File: src/include/adc_ctrl_pkg.sv
// Shared constants and types for the SAR converter sequencing block
package adc_ctrl_pkg;
  // ----------------------------------------
  // Register map (byte addresses)
  // ----------------------------------------
  localparam int ADDR_W = 8;
  localparam logic [7:0] ADDR_CTRL_ONE = 8'h00;
  localparam logic [7:0] ADDR_CTRL_TWO = 8'h04;
  localparam logic [7:0] ADDR_SAMPLE_TIME = 8'h08;
  localparam logic [1:0] BUF_PAGE = 2'h1;
  // ----------------------------------------
  // Field positions
  // ----------------------------------------
  localparam int ONE_ON = 15;
  localparam int ONE_STOP_IN_IDLE = 13;
  localparam int ONE_FORM = 8;
  localparam int ONE_TRIG = 5;
  localparam int ONE_CLRA = 4;
  localparam int ONE_SAMPLE_AUTO_START = 2;
  localparam int ONE_SAMPLE_ENABLE = 1;
  localparam int ONE_DONE = 0;
  localparam int TWO_HALF = 7;
  localparam int TWO_SMPI = 2;
  localparam int TWO_SPLIT = 1;
  // ----------------------------------------
  // Encodings and sizes
  // ----------------------------------------
  localparam logic [2:0] FMT_INT16 = 3'h0;
  localparam logic [2:0] FMT_FRAC16 = 3'h2;
  localparam logic [2:0] FMT_SFRAC16 = 3'h3;
  localparam logic [2:0] FMT_INT32 = 3'h4;
  localparam logic [2:0] FMT_SINT32 = 3'h5;
  localparam logic [2:0] FMT_SFRAC32 = 3'h7;
  localparam logic [2:0] TRIG_MANUAL = 3'h0;
  localparam logic [2:0] TRIG_PIN = 3'h1;
  localparam logic [2:0] TRIG_TIMER = 3'h2;
  localparam logic [2:0] TRIG_CHARGE = 3'h3;
  localparam logic [2:0] TRIG_AUTO = 3'h7;
  localparam int BUF_DEPTH = 16;
  localparam int RES_W = 10;
  localparam logic [4:0] SAMC_MIN = 5'h01;
  localparam logic [4:0] SAMC_RESET = 5'h01;
  typedef enum logic [1:0] {
    SEQ_IDLE = 2'b00,
    SEQ_SAMPLE = 2'b01,
    SEQ_CONVERT = 2'b10
  } seq_t;
endpackage

File: src/core/sar_adc_sample_convert_control.sv
// Sample and convert sequencer with control registers and result buffer
`timescale 1ns/1ps
`default_nettype none
// Operation
// - Converter runs only while enable is set
// - Stop-in-idle halts module during Idle mode
// - 32-bit formats: signed fraction, signed, unsigned integer
// - 16-bit formats: signed fraction, fraction, integer
// - Trigger 111 uses internal sample counter
// - Triggers 011/010/001: charge unit, timer, pin
// - Manual trigger: clearing sample-enable starts conversion
// - Other triggers: hardware clears sample-enable itself
// - Auto-start resamples after each conversion
// - Without auto-start, software write starts sampling
// - Sample-enable reads 1 while acquiring
// - Done flag set when conversion finishes
// - Done cleared by writing 0; writing 1 leaves it as it is
// - Done cleared when a conversion starts
// - Stop-on-first-irq clears auto-start at interrupt
// - Otherwise keep converting, overwriting the buffer
// - Upper half of control one reads zero
// - Sixteen-word result buffer
// - Interrupt every interval plus one sequences
// - Split mode: two alternating eight-word halves
// - Half indicator shows the half being filled
// - Auto sample time in conversion clock periods
module sar_adc_sample_convert_control
  import adc_ctrl_pkg::*;
(
  input wire logic clk_sys,
  input wire logic rstn,
  input wire logic [ADDR_W-1:0] regAddr,
  input wire logic [31:0] regWdata,
  input wire logic regWrite,
  input wire logic regRead,
  output logic [31:0] regRdata,
  input wire logic idleMode,
  input wire logic tadTick,
  input wire logic timerPeriodMatch,
  input wire logic chargeUnitTrigger,
  input wire logic extTriggerPin,
  input wire logic convDone,
  input wire logic [RES_W-1:0] convData,
  output logic shaSample,
  output logic convStart,
  output logic adcIrq
);

  // ----------------------------------------
  // State
  // ----------------------------------------
  typedef struct packed {
    logic on;
    logic stopInIdle;
    logic [2:0] outputFormat;
    logic [2:0] triggerSource;
    logic stopOnFirstIrq;
    logic sampleAutoStart;
    logic done;
    logic [3:0] interruptInterval;
    logic bufferSplit;
    logic [4:0] autoSampleTime;
    seq_t seq;
    logic [4:0] sampleCount;
    logic [3:0] writePtr;
    logic [3:0] seqCount;
    logic convStart;
    logic irqPulse;
    logic [2:0] pinSync;
    logic [31:0] rdata;
    logic [BUF_DEPTH-1:0][31:0] resultBuf;
  } state_t;

  state_t s;
  state_t next_s;
  logic [1:0] rstSync;
  logic rstnInt;
  logic running;
  logic wrOne;
  logic trigHit;
  logic accept;
  logic irqNow;
  logic [4:0] samcEff;
  logic [4:0] countInc;

  function automatic logic hit(input logic [ADDR_W-1:0] a, input logic [ADDR_W-1:0] off);
    return a == off;
  endfunction

  function automatic logic isBuf(input logic [ADDR_W-1:0] a);
    return a[7:6] == BUF_PAGE;
  endfunction

  // Unsigned code re-centred around mid-scale for the signed formats
  function automatic logic [31:0] fmt(input logic [RES_W-1:0] d, input logic [2:0] f);
    logic [RES_W-1:0] sv;
    sv = {~d[RES_W-1], d[RES_W-2:0]};
    unique case (f)
      FMT_SFRAC32: fmt = {sv, 22'h000000};
      FMT_SINT32: fmt = {{22{sv[RES_W-1]}}, sv};
      FMT_INT32: fmt = {22'h000000, d};
      FMT_SFRAC16: fmt = {16'h0000, sv, 6'h00};
      FMT_FRAC16: fmt = {16'h0000, d, 6'h00};
      default: fmt = {22'h000000, d};
    endcase
  endfunction

  // ----------------------------------------
  // Reset release
  // ----------------------------------------
  always_ff @(posedge clk_sys or negedge rstn) begin
    if (!rstn) begin
      rstSync <= 2'h0;
    end else begin
      rstSync <= {rstSync[0], 1'b1};
    end
  end
  assign rstnInt = rstSync[1];

  // ----------------------------------------
  // Next state
  // ----------------------------------------
  always_comb begin
    next_s = s;
    next_s.convStart = 1'b0;
    next_s.irqPulse = 1'b0;
    next_s.rdata = 32'h00000000;
    next_s.pinSync = {s.pinSync[1:0], extTriggerPin};
    running = s.on && !(s.stopInIdle && idleMode);
    wrOne = regWrite && hit(regAddr, ADDR_CTRL_ONE);
    samcEff = (s.autoSampleTime < SAMC_MIN) ? SAMC_MIN : s.autoSampleTime;
    countInc = s.sampleCount + 5'h01;
    unique case (s.triggerSource)
      TRIG_AUTO: trigHit = tadTick && (countInc >= samcEff);
      TRIG_CHARGE: trigHit = chargeUnitTrigger;
      TRIG_TIMER: trigHit = timerPeriodMatch;
      TRIG_PIN: trigHit = s.pinSync[1] && !s.pinSync[2];
      TRIG_MANUAL: trigHit = wrOne && !regWdata[ONE_SAMPLE_ENABLE];
      default: trigHit = 1'b0;
    endcase
    accept = running && (s.seq == SEQ_CONVERT) && convDone;
    irqNow = accept && (s.seqCount == s.interruptInterval);

    if (wrOne) begin
      next_s.on = regWdata[ONE_ON];
      next_s.stopInIdle = regWdata[ONE_STOP_IN_IDLE];
      next_s.outputFormat = regWdata[ONE_FORM+:3];
      next_s.triggerSource = regWdata[ONE_TRIG+:3];
      next_s.stopOnFirstIrq = regWdata[ONE_CLRA];
      next_s.sampleAutoStart = regWdata[ONE_SAMPLE_AUTO_START];
      if (!regWdata[ONE_DONE]) begin
        next_s.done = 1'b0;
      end
    end
    if (regWrite && hit(regAddr, ADDR_CTRL_TWO)) begin
      next_s.interruptInterval = regWdata[TWO_SMPI+:4];
      next_s.bufferSplit = regWdata[TWO_SPLIT];
      next_s.writePtr = 4'h0;
      next_s.seqCount = 4'h0;
    end
    if (regWrite && hit(regAddr, ADDR_SAMPLE_TIME)) begin
      next_s.autoSampleTime = regWdata[4:0];
    end

    unique case (s.seq)
      SEQ_IDLE: begin
        if (wrOne && regWdata[ONE_SAMPLE_ENABLE] && !s.sampleAutoStart) begin
          next_s.seq = SEQ_SAMPLE;
        end else if (s.sampleAutoStart) begin
          next_s.seq = SEQ_SAMPLE;
        end
      end
      SEQ_SAMPLE: begin
        if (tadTick && s.triggerSource == TRIG_AUTO) begin
          next_s.sampleCount = countInc;
        end
        if (trigHit) begin
          next_s.seq = SEQ_CONVERT;
          next_s.convStart = 1'b1;
          next_s.sampleCount = 5'h00;
          next_s.done = 1'b0;
        end
      end
      SEQ_CONVERT: begin
        if (convDone) begin
          next_s.resultBuf[s.writePtr] = fmt(convData, s.outputFormat);
          next_s.done = 1'b1;
          next_s.seqCount = s.seqCount + 4'h1;
          if (s.bufferSplit) begin
            next_s.writePtr = {s.writePtr[3], s.writePtr[2:0] + 3'h1};
          end else begin
            next_s.writePtr = s.writePtr + 4'h1;
          end
          if (irqNow) begin
            next_s.irqPulse = 1'b1;
            next_s.seqCount = 4'h0;
            // Each interrupt restarts the region so software finds a whole block
            next_s.writePtr = {s.bufferSplit & ~s.writePtr[3], 3'h0};
            if (s.stopOnFirstIrq) begin
              next_s.sampleAutoStart = 1'b0;
            end
          end
          if (next_s.sampleAutoStart) begin
            next_s.seq = SEQ_SAMPLE;
          end else begin
            next_s.seq = SEQ_IDLE;
          end
        end
      end
      default: next_s.seq = SEQ_IDLE;
    endcase

    // Disabling abandons any conversion; the buffer is left as it was
    if (!running) begin
      next_s = s;
      next_s.convStart = 1'b0;
      next_s.irqPulse = 1'b0;
      next_s.rdata = 32'h00000000;
      next_s.pinSync = {s.pinSync[1:0], extTriggerPin};
      if (wrOne) begin
        next_s.on = regWdata[ONE_ON];
        next_s.stopInIdle = regWdata[ONE_STOP_IN_IDLE];
        next_s.outputFormat = regWdata[ONE_FORM+:3];
        next_s.triggerSource = regWdata[ONE_TRIG+:3];
        next_s.stopOnFirstIrq = regWdata[ONE_CLRA];
        next_s.sampleAutoStart = regWdata[ONE_SAMPLE_AUTO_START];
        if (!regWdata[ONE_DONE]) begin
          next_s.done = 1'b0;
        end
      end
      if (regWrite && hit(regAddr, ADDR_CTRL_TWO)) begin
        next_s.interruptInterval = regWdata[TWO_SMPI+:4];
        next_s.bufferSplit = regWdata[TWO_SPLIT];
        next_s.writePtr = 4'h0;
        next_s.seqCount = 4'h0;
      end
      if (regWrite && hit(regAddr, ADDR_SAMPLE_TIME)) begin
        next_s.autoSampleTime = regWdata[4:0];
      end
      next_s.seq = SEQ_IDLE;
      next_s.sampleCount = 5'h00;
    end

    // ----------------------------------------
    // Register read, data valid one cycle later
    // ----------------------------------------
    if (regRead) begin
      if (hit(regAddr, ADDR_CTRL_ONE)) begin
        next_s.rdata[ONE_ON] = s.on;
        next_s.rdata[ONE_STOP_IN_IDLE] = s.stopInIdle;
        next_s.rdata[ONE_FORM+:3] = s.outputFormat;
        next_s.rdata[ONE_TRIG+:3] = s.triggerSource;
        next_s.rdata[ONE_CLRA] = s.stopOnFirstIrq;
        next_s.rdata[ONE_SAMPLE_AUTO_START] = s.sampleAutoStart;
        next_s.rdata[ONE_SAMPLE_ENABLE] = (s.seq == SEQ_SAMPLE);
        next_s.rdata[ONE_DONE] = s.done;
      end else if (hit(regAddr, ADDR_CTRL_TWO)) begin
        next_s.rdata[TWO_HALF] = s.bufferSplit & s.writePtr[3];
        next_s.rdata[TWO_SMPI+:4] = s.interruptInterval;
        next_s.rdata[TWO_SPLIT] = s.bufferSplit;
      end else if (hit(regAddr, ADDR_SAMPLE_TIME)) begin
        next_s.rdata[4:0] = s.autoSampleTime;
      end else if (isBuf(regAddr)) begin
        next_s.rdata = s.resultBuf[regAddr[5:2]];
      end
    end
  end

  // ----------------------------------------
  // Registers
  // ----------------------------------------
  always_ff @(posedge clk_sys or negedge rstnInt) begin
    if (!rstnInt) begin
      s <= '0;
      s.seq <= SEQ_IDLE;
      s.autoSampleTime <= SAMC_RESET;
    end else begin
      s <= next_s;
    end
  end

  assign regRdata = s.rdata;
  assign shaSample = s.seq[0];
  assign convStart = s.convStart;
  assign adcIrq = s.irqPulse;
endmodule // sar_adc_sample_convert_control
`default_nettype wire

File: config.mk
export PLATFORM = sky130hd
export DESIGN_NAME = sar_adc_sample_convert_control
export DESIGN_NICKNAME = d
export VERILOG_FILES = /design/src/include/adc_ctrl_pkg.sv /design/src/core/sar_adc_sample_convert_control.sv
export SDC_FILE = /design/constraint.sdc
export NUM_CORES = 1
export LEC_CHECK = 0
export BUFFER_PORTS_ARGS = -buffer_cell sky130_fd_sc_hd__clkbuf_2
export CORE_ASPECT_RATIO = 0.5
export CORE_MARGIN = 3
export CORE_UTILIZATION = 40
export DETAILED_ROUTE_END_ITERATION = 10
export PLACE_DENSITY_LB_ADDON = 0.25
export SKIP_CTS_REPAIR_TIMING = 1
export SYNTH_ARGS = -nofsm -noshare
export SYNTH_HDL_FRONTEND = slang
export SYNTH_SLANG_ARGS = --single-unit
File: constraint.sdc
create_clock -name clk_sys -period 17.7 [get_ports clk_sys]
set_input_delay 2.655 -clock clk_sys [delete_from_list [all_inputs] [get_ports clk_sys]]
set_output_delay 2.655 -clock clk_sys [all_outputs]
set_load 0.02 [all_outputs]
; ---- After elaboration in Yosys (flattened, before gate mapping)
; Cells that the tools add are included.
[word_totals]
register_bits = 587
inputBits = 60
output_inout_bits = 35
[op_classes]
n_addsub = 4
magnitude_cmp = 5
eq_ne = 20
muxes = 60
n_bitwise = 4
n_reduce_logical = 25
[op_table]
columns = operator, count
row1 = two-way mux 512 bit, 2
row2 = two-way mux 576 bit, 1
row3 = bitwise mux 512 bit, 1
row4 = two-way mux 32 bit, 6
row5 = binary-select mux 32 bit (select 4 bit), 1
row6 = demux 32 bit (select 4 bit), 1
row7 = one-hot mux 32 bit (4 select lines), 1
row8 = two-way mux 5 bit, 7
row9 = two-way mux 8 bit, 4
row10 = two-way mux 27 bit, 1
row11 = two-way mux 24 bit, 1
row12 = two-way mux 1 bit, 20
row13 = two-way mux 16 bit, 1
row14 = logical AND 1 bit, 15
row15 = two-way mux 7 bit, 2
row16 = == test 3 x 2 -> 1 bit (second input constant), 4
row17 = two-way mux 11 bit, 1
row18 = less-than comparator 4 x 5 -> 1 bit (second input constant), 2
row19 = two-way mux 2 bit, 5
row20 = == test 3 bit (second input constant), 3
row21 = adder 4 x 1 -> 4 bit (second input constant), 2
row22 = == test 8 x 3 -> 1 bit (second input constant), 1
row23 = == test 8 x 4 -> 1 bit (second input constant), 1
row24 = logical NOT 8 bit, 1
row25 = 26 further kinds, 34

; ---- Longest topological paths before layout
; Gate-level depths: netlist (run 1).
[depth]
depth_word = 18
mapped_depth = 9
depth_no_buf = 9

; ---- Worst setup path before layout (run 1)
; OpenSTA, ideal clock, no wires.
[synth_timing]
kind = input -> register
startpoint = input port regAddr[3]
endpoint = register s, in the netlist regRdata[25]
setup_time_ns = 0.132
arrival_time_ns = 4.245
setup_slack_ns = 13.323
path_stages = 5
path_buffers = 2
path_cell_list = clkbuf_1 buf_1 mux4_2 mux4_2 nor2b_1
[synth_rtl]
columns = element, line_no
row1 = from (decl), sar_adc_sample_convert_control.sv:32  ; input wire logic [ADDR_W-1:0] regAddr,
row2 = to (signal assigned), sar_adc_sample_convert_control.sv:278  ; s <= next_s;
row3 = to (decl), sar_adc_sample_convert_control.sv:74  ; state_t s;

==> results of run 1 <==
[cells by family (layout without fill, tap and decap cells)]
group,Yosys count,in the layout,share of synthesized area
flops,502,502,0.568
other cells,1,2,0.000170
fa+ha+maj,15,15,0.00849
xor+xnor,8,8,0.00317
compound gates,517,517,0.124
mux,159,159,0.148
buf+inv,205,214,0.0420
simple gates,560,560,0.106
[through the flow]
stage,hold slack (ns),worst slack (ns)
floorplan,0.331,2.67
global placement,0.336,11.69
detailed placement,0.339,11.69
CTS,0.359,12.29
global route,0.366,12.12
finish,0.334,12.37
[how the worst max path moves through the flow]
stage          slack [ns]                         end  cells after the start
5_1_grt             12.12                regRdata[13]                      5
3_3_place_gp        11.69                 regRdata[6]                      5
4_1_cts             12.29                 regRdata[6]                      5
3_5_place_dp        11.69                 regRdata[6]                      5
2_1_floorplan        2.67  asynchronous set/reset pin                      0
6_report            12.37                 regRdata[6]                      5
[synthesized netlist by cell type, types with 4 or more instances]
cell and instances:
buf_1 6, nor2_1 12, mux2i_1 6, o21ai_0 449, mux4_2 132, ha_1 15, nand2b_1 5, xor2_1 5
a21oi_1 25, buf_4 34, dfrtp_1 501, nor3_1 6, nand4b_1 4, inv_1 20, mux2_2 21, a22oi_1 4
buf_2 13, nand4_1 10, nor2b_1 22, clkbuf_1 129, a32o_1 6, nor4_1 4, nand2_1 464, nand3_1 11
a22o_1 5
[power groups by stage]
stage	Clock, mW	Sequential, mW	Combinational [mW]
2_1_floorplan	0	1.19	0.0446
3_3_place_gp	0	1.18	0.0892
3_5_place_dp	0	1.18	0.0894
4_1_cts	1.05	1.16	0.0896
5_1_grt	1.10	1.16	0.0973
6_report	1.03	1.16	0.0871
[layer usage]
| metal | vias up | track usage |
|---|---|---|
| li1 | 6814 | - |
| met1 | 7248 | 0.289 |
| met2 | 294 | 0.304 |
| met3 | 61 | 0.0247 |
| met4 | 2 | 0.0395 |
| met5 | - | 0 |
[worst reg2reg max path, stage by stage, from the launching register on]
cell,delay (ns)
dfrtp_4,0.80
buf_4,0.92
buf_4,0.83
buf_4,0.88
[final cells by class]
type | instances | area [um^2]
flip-flops and latches | 502 | 12600
clock inverters | 15 | 140
inverters | 21 | 78.8
clock buffers | 70 | 1410
well taps | 744 | 931
fillers | 5092 | 29800
multi-input cells | 1260 | 8620
repair buffers | 108 | 634
diodes | 1 | 2.50
==> impl_results.md, run 1 <==
- Status: finished, final reports clean
- Minimum clock period: 5.33 ns
- Met3 WL post-DR: ~2400 um
- Cell count after synthesis: just under 2k
- Global-route wire length before repair: 87200 um
- Overall Global Routing Usage: 0.193
- Number of I/O pins: 95
- Dpl cells: 2635
- Critical path class: primary input to flip-flop
- Area of the die: 0.0583 mm^2
- Placed cell areas: roughly 0.023 mm^2
- Starting Density: 0.408
- Max layer used: met5
- Logic pwr share: 0.038
- Worst-path clk slew: approximately 0.060 ns
- CTS Buf Count: 47
- CP Cell Sequence: clkbuf_8, buf_4, mux4_2, mux4_2, a32o_1
- DRT met1 WL: between 20000 and 30000 um
- Die height: between 150 and 200 um
- Sum Neg Setup Slack: 0 ns
- Slew HR: 0.143
- Area contributors post-synth: dfrtp_1 (57%), mux4_2 (13%), o21ai_0 (10%), nand2_1 (7.9%), clkbuf_1 (2.2%)
- Worst-Margin Slew: roughly 1.3 ns
- Total net switching power: about 520 uW
- R2r setup slk: 14.21 ns
- FP Rows: 60
- Crit path required time: around 18 ns
- Worst reg2reg startpoint: rstSync[1]
- CP delay by family, top: buffers and inverters
- RSZ-0062 raised after global routing: false
- Final Max Tran Viols: 0
- Crit path capture type: flip-flop
- R2R cell count: 3
- Type of origin of the critical path: primary input
- Dpl hpwl: about 31000 um
- Post-synthesis sequential area ratio: 0.568
- Area growth from synthesis to layout: 10.3%
- Largest net degree at the start of global routing: 85
- Drc violations: 0
- CTS tree: done
- GRT overflow: 0
- Via Count: between 10k and 15k
- Layout Skew: approximately 0.023 ns
- Reg power frac: 0.509
- Post-route cell area: around 0.024 mm^2
- Sw frac: 0.227
- P_leak: 10.7 nW
- H-Tree Depth: 2
- Antenna Nets Post-Route: 0
- Cell taking the most area after synthesis: dfrtp_1
- Worst-path maximum fanout: between 70 and 80
- Antenna violations before repair: 2
- Cell repeated most along the worst path: mux4_2
- Clk root buf: clkbuf_16
- Hold Path Class: flip-flop to asynchronous set/reset pin
- Yosys warning count: 0
- WL/cell: slightly above 20 um
- Max Root-Sink Buffers: 3
- Post-route insts no fill: 2721
- Most frequent cells in the layout: dfrtp_1 (500), nand2_1 (460), o21ai_0 (449)
- Critical path's slowest cell: buf_4
- Max VDD drop: 0.0000596 V
- DR pass1 iterations: 5
- Critical path's largest stage delay: 0.91 ns
- Cell variety after synth: 64
- Maximum clock frequency: 0.188 GHz
- Post-Syn Area per Cell: ~11 um^2
- Number of global-route vias before repair: ~14k
- CP arrival: between 5 and 6 ns
- Most common cell after layout, fill and taps aside: dfrtp_1
- Final period utilization: 0.301
- Max-cap violations: 0
- Synth Net Count: between 2k and 2.5k
- Nets: between 2k and 2.5k
- Yosys reg bits: between 500 and 600
- Routability cong.: 0.822
- Most used DFF post-synth: dfrtp_1
- Port Buffers: 75
- Initial DRC count: between 1k and 1.5k
- Clock latency on the worst-skew pair: 0.57 ns
- Die W: 338 um
- Synth async-reset ratio: 1.00
- Post-Syn Area: between 0.02 and 0.025 mm^2
- Clock power frac: 0.453
- Clock sinks: roughly 500
- Layout cells sized above 1: 0.179
- CORE AREA: between 0.05 and 0.06 mm^2
- CP startpoint: regAddr[2]
- DRT Wirelength: ~55000 um
- Worst path bufs/invs: 2
- Synth top area share: 0.567
- Tot Pwr: ~2.3 mW
- DR vias/cell: about 5.3
- Final hold vios: 0
- Pint: 1.76 mW
- EDFF count, synth: 0
- Post-layout util: 0.450
- Met2 WL: 24800 um
- Power density cells: 93.2 mW/mm^2
- Final setup violating endpoints: 0
Power figures use the tool's default switching activity.
==> run 2, diff against run 1 <==
Settings changed: ABC_AREA from default to 1.
Clock period 17.7 ns to 5.2 ns, I/O delays scaled along.
==> run 2 against run 1 <==
  * Synthesized cell count rose by 48%
  * Worst setup slack got worse by 10 ns
  * Core utilization fell by 0.42 points
  * Sequential power grew to 4.1 times the previous value
  * Worst hold slack lost 0.13 ns
  * Sequential share of layout area shrank 2.9 points
  * Clock skew rose by 0.0074 ns
  * Final cell count increased by 35%
  * Critical path depth grew 5
  * Clock-buffer cell count is 1 higher
  * Final area rose by 5.9%
  * Critical path type unchanged
  * Largest power group unchanged
==> impl_results.md, run 2 <==
- R2R cell count: 7
- Number of global-route vias before repair: roughly 18k
- Minimum clock period: around 3.2 ns
- Cell count after synthesis: a little under 3k
- Max Root-Sink Buffers: 3
- Layout Skew: around 0.03 ns
- Grt met3 use: 0.0498
- Nets: roughly 2.9k
- GRT Max-Usage Layer: met2
- Area of the die: 0.0623 mm^2
- Most used DFF post-synth: dfrtp_1
- Final Max Tran Viols: 0
- GRT overflow: 0
- Post-synthesis sequential area ratio: 0.531
- H-Tree Depth: 2
- Clock latency on the worst-skew pair: 0.58 ns
- Yosys warning count: 0
- Antenna violations before repair: 0
- Worst-Margin Slew: 1.43 ns
- Post-Syn Area: 0.0237 mm^2
- Routability cong.: 0.816
- Status: finished, final reports clean
- Type of origin of the critical path: primary input
- Via Count: about 19k
- Worst-path clk slew: ~0.06 ns
- Cell variety after synth: 50
- RSZ-0062 raised after global routing: false
- P_leak: around 13 nW
- Crit path required time: between 5 and 6 ns
- Number of I/O pins: 95
- Synth Net Count: ~3.0k
- FP Rows: a little over 60
- Worst-path maximum fanout: between 50 and 60
- Final setup violating endpoints: 0
- Power density cells: between 300 and 400 mW/mm^2
- Largest net degree at the start of global routing: around 140
- Final period utilization: 0.613
- Sum Neg Setup Slack: 0 ns
- Max-cap violations: 0
- Overall Global Routing Usage: 0.233
- Die W: 350 um
- Most frequent cells in the layout: nand2_1 (999), dfrtp_1 (500), o21ai_0 (384)
- Antenna Nets Post-Route: 0
- CTS Buf Count: 48
- Clock sinks: between 500 and 600
- Clk root buf: clkbuf_16
- Area contributors post-synth: dfrtp_1 (53%), nand2_1 (16%), o21ai_0 (8.1%), inv_1 (4.3%), a21oi_1 (2.6%)
- Commonest cells post-synth: nand2_1 (1001), dfrtp_1 (501), o21ai_0 (384), inv_1 (274), a21oi_1 (121)
- Max VDD drop: about 0.00030 V
- Synth top area share: 0.530
- R2r setup slk: 2.28 ns
- Hold Path Class: flip-flop to asynchronous set/reset pin
- Starting Density: 0.408
- WL/cell: around 20 um
- Final hold vios: 0
- Synth async-reset ratio: 1.00
- Slew HR: 0.0489
- GRT met2 Usage: 0.357
- Global-route wire length before repair: around 110000 um
- Cell taking the most area after synthesis: dfrtp_1
- Post-Syn Area per Cell: roughly 8.1 um^2
- Most common cell after layout, fill and taps aside: nand2_1
- Layout cells sized above 1: 0.0871
- Yosys reg bits: approximately 500
- Most frequent cell after synthesis: nand2_1
- Pre-CTS setup slack: around 1.5 ns
- CORE AREA: a little under 0.06 mm^2
- Port Buffers: 75
- DR vias/cell: 5.25
- Dpl hpwl: roughly 41000 um
- Maximum clock frequency: approximately 0.31 GHz
- CTS tree: done
- Drc violations: 0
- Critical path class: primary input to flip-flop
- Die height: 178 um
- EDFF count, synth: 0
- Met1 Resource Use GR: 0.338
- DRT Wirelength: around 72000 um
- Initial DRC count: roughly 2.0k
- Crit path capture type: flip-flop
- Area growth from synthesis to layout: 9.13%
- Final WS setup: a little over 2 ns
- DR pass1 iterations: 7
- CP arrival: between 3 and 4 ns
- Worst reg2reg startpoint: s[583]
-- run 2: changes by cell type in the layout (fill, tap and decap cells not counted), sizes merged, moves of 22 or more --
cell,delta
a21oi,+98
inv,+268
mux4,-132
nand2,+547
nand3,+53
nor2,+109
nor2b,-22
o211ai,+39
o221ai,+47
-- run 2: kinds of logic (layout without fill, tap and decap cells) --
| logic type | Yosys count | after routing | share of synthesized area |
|---|---|---|---|
| AND/OR/NAND/NOR | 1216 | 1216 | 0.205 |
| multiplexers | 1 | 1 | 0.000476 |
| flip-flops | 502 | 502 | 0.531 |
| buffers and inverters | 505 | 492 | 0.0942 |
| XOR/XNOR | 8 | 8 | 0.00296 |
| other | 1 | 2 | 0.000158 |
| adder cells (fa/ha/maj) | 15 | 15 | 0.00793 |
| AO/OA/AOI/OAI | 670 | 670 | 0.158 |
-- run 2: report_power, final --
| group | leakage (nW) | total [mW] | switching (mW) | internal, mW |
|---|---|---|---|---|
| Sequential | 5.97 | 4.76 | 0.244 | 4.52 |
| Combinational | 6.15 | 1.67 | 1.14 | 0.530 |
| Clock | 0.758 | 3.54 | 1.55 | 1.98 |
| Total | 12.9 | 9.97 | 2.94 | 7.03 |
-- run 2: layer usage --
layer / up-vias / wire length [um] / part of all wire
li1: 9180 / - / -
met5: - / 0 / 0
met3: 106 / 5590 / 0.078
met4: 0 / 1530 / 0.021
met1: 9340 / 33400 / 0.47
met2: 670 / 31200 / 0.44
-- run 2: critical path, stage by stage --
cell and delay (ns):
clkbuf_2 0.51, inv_4 0.45, nand2_2 0.34, buf_12 0.36
nor3_4 0.37, nand2_1 0.29, nand2_1 0.28, nand2_1 0.09
nand2_1 0.06, nand2_1 0.06
-- run 2: cell type report --
type | instances | area (um^2)
Multi-Input combinational cell | 1911 | 8900
Clock inverter | 14 | 166
Timing Repair Buffer | 116 | 751
Tap cell | 768 | 961
Inverter | 291 | 1100
Antenna cell | 1 | 2.50
Fill cell | 5646 | 32100
Clock buffer | 71 | 1380
Sequential cell | 502 | 12600
-- run 2: worst max path at each step --
stage                from                    endpoint  slack (ns)
2_1_floorplan  rstSync[1]  asynchronous set/reset pin        0.31
3_3_place_gp   regAddr[3]                      s[556]        1.51
3_5_place_dp   regAddr[3]                      s[556]        1.52
4_1_cts        regAddr[3]                      s[556]        2.10
5_1_grt        regAddr[3]                      s[556]        1.86
6_report       regAddr[3]                      s[556]        2.01
-- run 2: metrics by stage --
step | area [um^2] | hold slack (ns) | power [mW] | util | instances
floorplan | 23700 | 0.331 | 6.04 | - | 2918
global placement | 24300 | 0.211 | 6.44 | 0.419 | 3587
detailed placement | 24300 | 0.216 | 6.50 | 0.419 | 3587
CTS | 25800 | -0.0300 | 10.0 | 0.446 | 3672
global route | 25800 | 0.236 | 10.5 | 0.446 | 3673
finish | 25800 | 0.204 | 9.97 | 0.446 | 3674
